<file path="config.mk">
export PLATFORM = sky130hd
export DESIGN_NAME = jesd_link_test_pattern_gen
export DESIGN_NICKNAME = d
export VERILOG_FILES = /design/src/include/tpg_pkg.sv /design/src/design/tpg_buf2.sv /design/src/design/jesd_link_test_pattern_gen.sv
export SDC_FILE = /design/constraint.sdc
export NUM_CORES = 1
export LEC_CHECK = 0
export BUFFER_PORTS_ARGS = -buffer_cell sky130_fd_sc_hd__buf_2
export CORE_MARGIN = 4
export CORE_UTILIZATION = 47
export CTS_CLUSTER_SIZE = 24
export DETAILED_ROUTE_END_ITERATION = 10
export GPL_TIMING_DRIVEN = 0
export MAX_ROUTING_LAYER = met4
export PLACE_DENSITY = 0.68
export SETUP_SLACK_MARGIN = 0.2
export SLEW_MARGIN = 20
export SYNTH_ARGS = -nofsm -noshare
export SYNTH_HDL_FRONTEND = slang
export SYNTH_SLANG_ARGS = --single-unit
</file>
<file path="constraint.sdc">
create_clock -name clk -period 4.05 [get_ports clk]
set_clock_uncertainty 0.05 [all_clocks]
set_input_delay 0.405 -clock clk [delete_from_list [all_inputs] [get_ports clk]]
set_output_delay 0.405 -clock clk [all_outputs]
set_load 0.005 [all_outputs]
</file>
<file path="src/include/tpg_pkg.sv">
// Purpose: shared constants and types for the link test-pattern generator
// Assumes: one octet per lane per clock, 16 lanes (8 in group a, 8 in group b)
// Notes: test mode codes are local encodings of the selection field
package tpg_pkg;
  localparam int LANES = 16;
  localparam int GROUP_LANES = 8;
  localparam int RPAT_LEN = 12;
  localparam int N8_FRAME_OCTETS = 1;
  localparam int N12_FRAME_OCTETS = 8;

  localparam logic [7:0] D21_5 = 8'hB5;
  localparam logic [7:0] K28_5 = 8'hBC;
  localparam logic [3:0] TAIL_NIBBLE = 4'h0;
  localparam logic [7:0] N8_BASE_SECOND = 8'hFF;

  typedef enum logic [2:0] {
    TM_OFF = 3'h0,
    TM_SHORT = 3'h1,
    TM_D21 = 3'h2,
    TM_K28 = 3'h3,
    TM_ILA = 3'h4,
    TM_RPAT = 3'h5
  } test_mode_t;

  localparam logic [7:0] RPAT_TABLE [RPAT_LEN] = '{
    8'hBE, 8'hD7, 8'h23, 8'h47, 8'h6B, 8'h8F,
    8'hB3, 8'h14, 8'h5E, 8'hFB, 8'h35, 8'h59
  };
endpackage

</file>
<file path="src/design/tpg_buf2.sv">
// Purpose: two-entry skid buffer with valid and ready on both sides
// Assumes: single clock, synchronous active-high reset
// Notes: in_ready depends only on occupancy, so a stalled sink fills it
`timescale 1ns/1ns
module tpg_buf2 #(
  parameter int WIDTH = 8
) (
  input wire logic clk,
  input wire logic rst,
  input wire logic in_valid,
  output logic in_ready,
  input wire logic [WIDTH-1:0] in_data,
  output logic out_valid,
  input wire logic out_ready,
  output logic [WIDTH-1:0] out_data
);
  typedef struct packed {
    logic [1:0] cnt;
    logic [WIDTH-1:0] e0;
    logic [WIDTH-1:0] e1;
  } buf_state_t;

  buf_state_t st_ff;
  buf_state_t nxt_st;
  logic push;
  logic pop;

  always_comb
  begin
    nxt_st = st_ff;
    push = in_valid && (st_ff.cnt != 2'h2);
    pop = out_ready && (st_ff.cnt != 2'h0);
    if (pop)
    begin
      nxt_st.e0 = st_ff.e1;
    end
    if (push)
    begin
      if (st_ff.cnt == 2'h0 || (st_ff.cnt == 2'h1 && pop))
      begin
        nxt_st.e0 = in_data;
      end
      else
      begin
        nxt_st.e1 = in_data;
      end
    end
    nxt_st.cnt = st_ff.cnt + {1'b0, push} - {1'b0, pop};
  end

  always_ff @(posedge clk)
  begin
    if (rst)
    begin
      st_ff <= '0;
    end
    else
    begin
      st_ff <= nxt_st;
    end
  end

  assign in_ready = (st_ff.cnt != 2'h2);
  assign out_valid = (st_ff.cnt != 2'h0);
  assign out_data = st_ff.e0;
endmodule

</file>
<file path="src/design/jesd_link_test_pattern_gen.sv">
// Purpose: transmit-side test-pattern inserter for a 16-lane serial converter link
// Assumes: one octet per lane per clock; link layer status arrives as levels
// Notes: ila_repeat and restart_cgs steer the link layer; octets go out through a buffer
//
// Operation
// - transport patterns are built the same way for 8b/10b and 64b/66b links.
// - with 8b/10b, transport patterns start after the alignment sequence and repeat in data state.
// - with 64b/66b, transport patterns start once the serializers are initialised.
// - every lane mode uses the short transport pattern, repeating each frame for 12-bit samples and every two frames for 8-bit; no long one exists.
// - for 8-bit samples lanes 0..3 of each group send 00..03 then FF..FC over two frames.
// - only the lowest lanes enabled by the lane mode carry the pattern; the rest stay idle.
// - for 12-bit samples with 8-octet frames lane k of each group sends words (F-k,k,j) j=1..5 then a tail nibble.
// - the D21.5 mode sends an unbroken D21.5 stream on every active lane for either encoding.
// - the K28.5 mode sends an unbroken K28.5 stream, 8b/10b only.
// - the repeated alignment mode keeps the link layer resending the alignment sequence, 8b/10b only.
// - in that mode a receiver sync request restarts code group sync, then alignment resumes.
// - the RPAT mode feeds the encoder of each active lane the 12-octet modified RPAT sequence, 8b/10b only.
// - a selection field picks the test mode while lane power and rate follow the lane mode.
`timescale 1ns/1ns
module jesd_link_test_pattern_gen #(
  parameter int LANES = tpg_pkg::LANES
) (
  input wire logic clk,
  input wire logic rst,
  input wire logic [2:0] test_pattern_select,
  input wire logic enc_64b66b,
  input wire logic n12_mode,
  input wire logic [4:0] active_lanes,
  input wire logic serdes_ready,
  input wire logic ila_done,
  input wire logic data_enc_state,
  input wire logic sync_request,
  input wire logic [LANES*8-1:0] sample_octets,
  input wire logic sample_valid,
  output logic sample_ready,
  output logic [LANES*8-1:0] lane_octets,
  output logic lane_valid,
  input wire logic lane_ready,
  output logic [LANES-1:0] lane_is_k,
  output logic ila_repeat,
  output logic restart_cgs
);
  typedef struct packed {
    logic [3:0] rpat_idx;
    logic [2:0] oct_idx;
    logic frame_ph;
    logic [LANES*8-1:0] word;
    logic [LANES-1:0] k;
    logic valid;
    logic ila_rep;
    logic cgs;
  } gen_state_t;

  gen_state_t st_ff;
  gen_state_t nxt_st;
  tpg_pkg::test_mode_t mode;
  logic tp_run;
  logic buf_in_ready;
  logic [LANES*8+LANES-1:0] buf_out;
  logic [LANES-1:0] lane_en;
  logic [7:0] oct;
  logic [3:0] kk;
  logic [47:0] wbits;
  int g;

  // note: the 12-bit pattern needs a frame aligned counter, hence oct_idx
  always_comb
  begin
    nxt_st = st_ff;
    mode = tpg_pkg::test_mode_t'(test_pattern_select);
    // start condition depends only on the encoding
    tp_run = enc_64b66b ? serdes_ready : (ila_done && data_enc_state);
    oct = 8'h00;
    kk = 4'h0;
    wbits = '0;
    for (g = 0; g < LANES; g++)
    begin
      lane_en[g] = (g < int'(active_lanes));
    end
    nxt_st.ila_rep = (mode == tpg_pkg::TM_ILA) && !enc_64b66b;
    nxt_st.cgs = nxt_st.ila_rep && sync_request;
    // a full buffer leaves the staged word in place, so a stall loses nothing
    if (buf_in_ready)
    begin
      nxt_st.valid = 1'b0;
      nxt_st.k = '0;
      nxt_st.word = '0;
      unique case (mode)
        tpg_pkg::TM_OFF:
        begin
          nxt_st.word = sample_octets;
          nxt_st.valid = sample_valid;
        end
        tpg_pkg::TM_SHORT:
        begin
          nxt_st.valid = tp_run;
          for (g = 0; g < LANES; g++)
          begin
            if (!n12_mode)
            begin
              // lanes 4..7 of each group repeat the octets of lanes 0..3
              oct = st_ff.frame_ph ? tpg_pkg::N8_BASE_SECOND - 8'(g % 4) : 8'(g % 4);
            end
            else
            begin
              kk = 4'(g % tpg_pkg::GROUP_LANES);
              wbits = {4'hF - kk, kk, 4'h1, 4'hF - kk, kk, 4'h2, 4'hF - kk, kk, 4'h3,
                4'hF - kk, kk, 4'h4};
              if (st_ff.oct_idx < 3'h6)
              begin
                oct = wbits[47 - 8*int'(st_ff.oct_idx) -: 8];
              end
              else if (st_ff.oct_idx == 3'h6)
              begin
                oct = {4'hF - kk, kk};
              end
              else
              begin
                oct = {4'h5, tpg_pkg::TAIL_NIBBLE};
              end
            end
            nxt_st.word[g*8 +: 8] = lane_en[g] ? oct : 8'h00;
          end
        end
        tpg_pkg::TM_D21:
        begin
          nxt_st.valid = 1'b1;
          for (g = 0; g < LANES; g++)
          begin
            nxt_st.word[g*8 +: 8] = lane_en[g] ? tpg_pkg::D21_5 : 8'h00;
          end
        end
        tpg_pkg::TM_K28:
        begin
          nxt_st.valid = !enc_64b66b;
          for (g = 0; g < LANES; g++)
          begin
            nxt_st.word[g*8 +: 8] = lane_en[g] ? tpg_pkg::K28_5 : 8'h00;
            nxt_st.k[g] = lane_en[g];
          end
        end
        tpg_pkg::TM_RPAT:
        begin
          nxt_st.valid = !enc_64b66b;
          for (g = 0; g < LANES; g++)
          begin
            nxt_st.word[g*8 +: 8] = lane_en[g] ? tpg_pkg::RPAT_TABLE[st_ff.rpat_idx] : 8'h00;
          end
        end
        default:
        begin
          nxt_st.valid = 1'b0;
        end
      endcase
      // counters step on every accepted octet
      if (nxt_st.valid)
      begin
        nxt_st.rpat_idx = (st_ff.rpat_idx == 4'(tpg_pkg::RPAT_LEN - 1)) ? 4'h0
          : st_ff.rpat_idx + 4'h1;
        nxt_st.oct_idx = n12_mode ? st_ff.oct_idx + 3'h1 : 3'h0;
        if (!n12_mode || st_ff.oct_idx == 3'h7)
        begin
          nxt_st.frame_ph = ~st_ff.frame_ph;
        end
      end
    end
    if (mode == tpg_pkg::TM_SHORT && !tp_run)
    begin
      nxt_st.oct_idx = 3'h0;
      nxt_st.frame_ph = 1'b0;
    end
  end

  always_ff @(posedge clk)
  begin
    if (rst)
    begin
      st_ff <= '0;
    end
    else
    begin
      st_ff <= nxt_st;
    end
  end

  // a stalled sink fills the buffer, then stalls pattern steps and samples
  tpg_buf2 #(
    .WIDTH(LANES*8 + LANES)
  ) u_buf (
    .clk(clk),
    .rst(rst),
    .in_valid(st_ff.valid),
    .in_ready(buf_in_ready),
    .in_data({st_ff.k, st_ff.word}),
    .out_valid(lane_valid),
    .out_ready(lane_ready),
    .out_data(buf_out)
  );

  assign lane_octets = buf_out[LANES*8-1:0];
  assign lane_is_k = buf_out[LANES*8 +: LANES];
  assign sample_ready = buf_in_ready && (mode == tpg_pkg::TM_OFF);
  assign ila_repeat = st_ff.ila_rep;
  assign restart_cgs = st_ff.cgs;
endmodule

</file>
==> metrics.txt, run 1 <==
status complete, no violations; WL final 71600 um; met3 routed WL 6900 um; hold_sp sample_octets[14]; RSZ-0062 raised after global routing no; Final #Nets 2868; Max stage delay on crit path 770 ps; GR Overflow Total 0; post-DR vias/cell 5.79; Overall Global Routing Usage 31.8%; Worst EP arrival 3890 ps; antenna violations before repair 5; Worst R2R Path Depth 10; Hold Crit Endpoint st_ff[33]; DIE HEIGHT 210 um; P&R area growth vs syn 19.6%; R2R Path Start st_ff[148]; setup violators final 0; # DRC 0; TNS Setup 0 ps; Netlist Area Pre-Place 0.0191 sq mm; Setup Slack @ Placement 596 ps; TritonCTS clock tree done; critical path class reg2reg; syn_nets 2524; Metal-1 WL 29200 um; Max-Cap Viols 0; Critical Path Sink Type flop; FP Rows 73; Syn Area/Cell 8.10 sq um; CTS root buffer clkbuf_16; Cell Area, Placed 0.0213 sq mm; Worst VDD drop 0.316 mV; first-pass GRT wire length 106000 um; die area 0.0440 sq mm; Initial Util 47.9%; H-tree level count 2; Synth Instances 2363; clk_lat worst skew 590 ps; R2R setup slack 530 ps; #FFs+latches synth 445; Max Transition Viols Final 0; worst hold path type in2reg; clock slew at reported path FFs 60 ps; Worst slew margin 20.0%; Synth async-reset ratio 0%; final period utilization 86.9%; CP Cell Sequence clkbuf_1 > inv_1 > ha_1 > mux2i_1 > o21ai_0 > a222oi_1 > buf_2 > clkdlybuf4s18_2 > buf_4 > o22ai_1; # port buffers 289; Final Instance Area 0.0229 sq mm; Seq/Total Area, Yosys 46.5%; Final Hold Viols 0; Slew @ Worst Pin 1190 ps; yosys synthesis warning count 0; final setup margin 531 ps; critical path launch point type flop; Cell Pwr Density 534 mW/mm^2; met2 wire length 31600 um; Starting DRT DRC Count 1822; layout cells sized above 1 21.7%; Final HPWL DP 52900 um; CTS Buffer Depth 3; DR top layer met4; ys flop type dfxtp_1; vias in the first global route 18.0k; maximum clock frequency 284 MHz; cts repair resizes 0; Critical Path RT 4420 ps; Crit-path slowest cell a222oi_1; number of enable flip-flop cells after synthesis 0; largest net degree at the start of global routing 14; CORE AREA 0.0400 sq mm; total power 0.0122 W; Max Fanout on Critical Path 10; Die Width 210 um; Hold Path Stages 3; Pleak 9.02 nW; reg2reg end st_ff[70]; via count 19.0k; drt pass-1 iters 7; CTS buffer count 46; Final Wtd Congestion 0.957; io pins 294; Clock Sink Count 445; DR WL/cell 21.9 um; Distinct cells, synth 67; Detail Route Antenna Nets 0; min Tclk post-route 3520 ps; Worst Hold Margin 25.9 ps
[layout make-up]
| type | count | area [sq um] |
|---|---|---|
| fillers | 3799 | 17100 |
| flip-flops and latches | 445 | 8910 |
| multi-input cells | 1570 | 8310 |
| plain buffers | 336 | 1900 |
| repair buffers | 296 | 1510 |
| clock buffers | 66 | 1380 |
| well taps | 525 | 657 |
| clock inverters | 18 | 171 |
| inverters | 12 | 45.0 |
| diodes | 6 | 15.0 |
[where the power goes]
| group | switching (W) | internal, W |
|---|---|---|
| sequential | 0.000386 | 0.00484 |
| clock | 0.00181 | 0.00255 |
| combinational | 0.00158 | 0.00106 |
| total | 0.00378 | 0.00846 |
[synthesized netlist by cell type, types with 3 or more instances]
library cell  number  share of area [%]
buf_6              5               0.29
a21o_1            10               0.39
a211oi_1           4               0.16
a22oi_1          127                5.0
or3_1              4               0.13
nor2b_1           13               0.42
ha_1              14               0.91
nand3b_1           4               0.16
or2_2              6               0.20
mux2_2             3               0.18
o211ai_1           4               0.16
nand2b_1          16               0.52
a221oi_1          17               0.78
inv_1             11               0.22
a311oi_1         144                6.6
buf_1             16               0.31
and3_1             5               0.16
a22o_1             4               0.18
a222oi_1           6               0.31
o22ai_1           33                1.1
dfxtp_1          445                 47
o21ai_0           82                2.1
buf_2             39                1.0
a21oi_1          174                4.5
a31o_2             8               0.37
nand3_1            4               0.10
nand2_1          657                 13
nor2_1           173                3.4
a31oi_1            6               0.20
o21ai_1            4               0.10
clkbuf_1         130                2.5
nor3_1             7               0.18
buf_4            146                5.7
[timing repair]
action / 4_1_cts / 5_1_grt
buffers inserted: 0 / 0
endpoints found under the setup margin: 0 / 0
hold buffers: 2 / 0
hold endpoints to repair: 2 / 0
[routing by layer]
layer / vias to the layer above / global-route usage (%)
li1: 8786 / -
met1: 8989 / 41.6
met2: 957 / 47.5
met3: 223 / 5.80
met4: 0 / 16.0
met5: - / -
[per-stage QoR]
stage | instances | util (%)
floorplan | 2363 | -
global placement | 3177 | 53.1
detailed placement | 3182 | 53.3
CTS | 3268 | 57.2
global route | 3272 | 57.2
finish | 3274 | 57.2
[cells by family (layout without fill, tap and decap cells)]
group | count (synthesis) | count (layout) | synth area share, %
simple gates | 904 | 904 | 18.9
buf+inv | 348 | 728 | 10.1
xor+xnor | 2 | 2 | 0.0915
fa+ha+maj | 15 | 15 | 1.02
flops | 445 | 445 | 46.5
other cells | 0 | 6 | 0
compound gates | 644 | 644 | 23.1
mux | 5 | 5 | 0.281
[cells in the final DEF (no fill, tap or decap), types with 10 or more instances in the layout]
master,netlist,layout
nand2_1,657,657
dfxtp_1,445,445
buf_2,39,329
a21oi_1,174,173
nor2_1,173,173
buf_4,146,148
a311oi_1,144,144
clkbuf_1,130,136
a22oi_1,127,127
o21ai_0,82,82
clkbuf_16,0,47
o22ai_1,33,33
a221oi_1,17,17
buf_1,16,16
nand2b_1,16,16
ha_1,14,14
nor2b_1,13,13
clkbuf_8,0,13
clkinv_2,0,13
inv_1,11,11
a21o_1,10,10
[worst max-delay path, delay by kind of cell, from the launching register on]
| kind | cells | cell delay [ps] |
|---|---|---|
| AOI/OAI and AO/OA | 3 | 1110 |
| buffers and inverters | 5 | 1360 |
| adders and majority gates | 1 | 230 |
| muxes | 1 | 170 |
| DFF | 1 | 440 |
[how the worst max path moves through the flow]
stage,slack (ps),cells after the start,from,end
after global placement,-160,7,st_ff[148],st_ff[35]
after CTS,560,10,st_ff[148],st_ff[70]
after floorplan,1830,8,st_ff[148],st_ff[70]
final,530,10,st_ff[148],st_ff[70]
after global routing,380,10,st_ff[148],st_ff[94]
after detailed placement,600,10,st_ff[148],st_ff[110]
[flip-flops by register name (all words and copies together) (netlist names)]
register,count
st_ff,153
ila_repeat,1
u_buf.st_ff,146
u_buf.out_data,144
restart_cgs,1
Power figures use the tool's default switching activity.
==> inputs of run 2 (changes only) <==
CORE_UTILIZATION = 61   (was 47)
GPL_ROUTABILITY_DRIVEN = 1   (was not set)
PLACE_DENSITY = 0.85   (was 0.68)
==> run 2 against run 1 <==
  * Critical path type unchanged
  * Worst setup slack better by 440 ps
  * Highest routed layer unchanged
  * Worst hold slack worse by 18 ps
  * Critical path depth decreased by 2
  * Total power decreased by 1.5%
  * Register-to-register slack improved by 440 ps
  * Sequential cell count stayed put
  * Routed wire length shrank 4.9%
  * Final area decreased by 1.1%
  * Non-clock buffer count fell by 2
  * Via count increased by 3.4%
==> metrics.txt, run 2 (synthesis gave the netlist of run 1 again) <==
Final Wtd Congestion 1.01 (+6.0%); largest net degree at the start of global routing 15 (+1); drt pass-1 iters 6 (-1); Cell Pwr Density 532 mW/mm^2 (-0.44%); Critical Path RT 4410 ps (about the same); Max-Cap Viols 0 (unchanged); Starting DRT DRC Count 2574 (+41%); WL final 68100 um (-4.9%); DIE HEIGHT 185 um (-12%); final setup margin 971 ps (+440 ps); Die Width 185 um (-12%); # DRC 0 (unchanged); clk_lat worst skew 560 ps (-30 ps); Pleak 8.97 nW (-0.56%); maximum clock frequency 325 MHz (+14%); Max Fanout on Critical Path 10 (unchanged); Worst EP arrival 3440 ps (-450 ps); Slew @ Worst Pin 1170 ps (-22.2 ps); CTS Hold Bufs 0 (-2); Detail Route Antenna Nets 0 (unchanged); Final Hold Viols 0 (unchanged); io pins 294 (unchanged); Global Route met3 Usage 8.27% (+2.5 points); Clock Sink Count 445 (unchanged); vias in the first global route 18.4k (+2.3%); Overall Global Routing Usage 39.4% (+7.6 points); commonest non-fill, non-tap cells in the layout 657 x nand2_1, 445 x dfxtp_1, 331 x buf_2; P&R area growth vs syn 18.3%; setup violators final 0 (unchanged); Worst R2R Path Depth 8 (-2); RSZ-0062 raised after global routing no; GR Overflow Total 0 (unchanged); Final HPWL DP 49500 um (-6.6%); min Tclk post-route 3080 ps (-440 ps); GRT Max-Usage Layer met2; Setup Slack @ Placement 1100 ps (+506 ps); R2R setup slack 970 ps (+440 ps); status complete, no violations; CTS root buffer clkbuf_16; hold_sp sync_request; CTS buffer count 45 (-2.2%); worst hold path type in2reg; CTS Buffer Depth 3 (unchanged); clock slew at reported path FFs 70 ps (about the same); FP Rows 64 (-12%); die area 0.0343 sq mm (-22%); critical path launch point type flop; Initial Util 62.3% (+14 points); Hold Path Stages 2 (-1); commonest non-fill, non-tap cell in the layout nand2_1; final period utilization 76.0% (-11 points); TritonCTS clock tree done; cts repair resizes 0 (unchanged); max FFs per register 153 (unchanged); reg2reg end st_ff[91]; # port buffers 289 (unchanged); antenna violations before repair 3 (-2); Final #Nets 2865 (-0.10%); Hold Crit Endpoint restart_cgs; Critical Path Sink Type flop; critical path class reg2reg; Worst slew margin 21.5% (+1.5 points); Worst VDD drop 0.340 mV (+7.7%); largest reg by FF count st_ff; post-DR vias/cell 6.25 (+8.0%); via count 19.6k (+3.4%); DR WL/cell 21.7 um (-0.72%); layout cells sized above 1 21.4% (-0.22 points); Max Transition Viols Final 0 (unchanged); Post-CTS Setup Inserts 0 (unchanged); met1 Use GR 49.7% (+8.0 points); first-pass GRT wire length 102000 um (-3.5%); R2R Path Start st_ff[148]; met2 Usage GRT 58.5% (+11 points); H-tree level count 2 (unchanged); TNS Setup 0 ps (unchanged); CORE AREA 0.0307 sq mm (-23%)
run 2: cell count changes in the layout (fill, tap and decap cells not counted), sizes merged:
cell	previous run	this run
inv	13	12
diode	6	3
buf	499	500
clkdlybuf4s18	1	0
dlygate4sd3	2	0
bufinv	3	2
clkbuf	196	199
clkinv	13	9
run 2: cell type report:
class / count / area, sq um
Sequential cell: 445 / 8910
Fill cell: 2433 / 8110
Multi-Input combinational cell: 1570 / 8310
Buffer: 336 / 1900
Tap cell: 396 / 495
Clock buffer: 69 / 1370
Inverter: 12 / 45.0
Timing Repair Buffer: 294 / 1480
Antenna cell: 3 / 7.51
Clock inverter: 12 / 124
run 2: routing by layer:
metal  part of all wire (%)  routed length, um
met2                     44              29700
met4                    7.0               4800
met3                     12               8160
met5                      0                  0
met1                     37              25400
run 2: power breakdown:
group	internal (W)	switching [W]	leakage (nW)
registers	0.00484	0.000379	3.62
clock network	0.00245	0.00175	0.739
logic	0.00106	0.00156	4.62
run 2: metrics by stage:
stage | instance area, sq um | util (%) | cells | power [W] | hold WS (ps)
floorplan | 19100 | - | 2363 | 0.00676 | 387
global placement | 21100 | 68.6 | 3048 | 0.00775 | 391
detailed placement | 21100 | 68.8 | 3053 | 0.00782 | 397
CTS | 22600 | 73.6 | 3134 | 0.0119 | 11.0
global route | 22600 | 73.6 | 3137 | 0.0124 | 30.2
finish | 22600 | 73.6 | 3137 | 0.0120 | 7.90
run 2: worst max-delay path by stage:
stage	start	to	depth (start not counted)
detailed placement	lane_ready	u_buf.out_data[72]	5
global placement	st_ff[148]	st_ff[35]	7
CTS	st_ff[148]	st_ff[114]	8
finish	st_ff[148]	st_ff[91]	8
global route	st_ff[148]	st_ff[91]	8
floorplan	st_ff[148]	st_ff[70]	8
run 2: worst max-delay path: stages, from the launching register on:
cell and delay, ps:
dfxtp_1 430, clkbuf_1 320, inv_1 120, ha_1 230, nand2b_1 130, a31oi_1 160, a2bb2oi_1 680, nor2b_1 610
o21ai_0 200
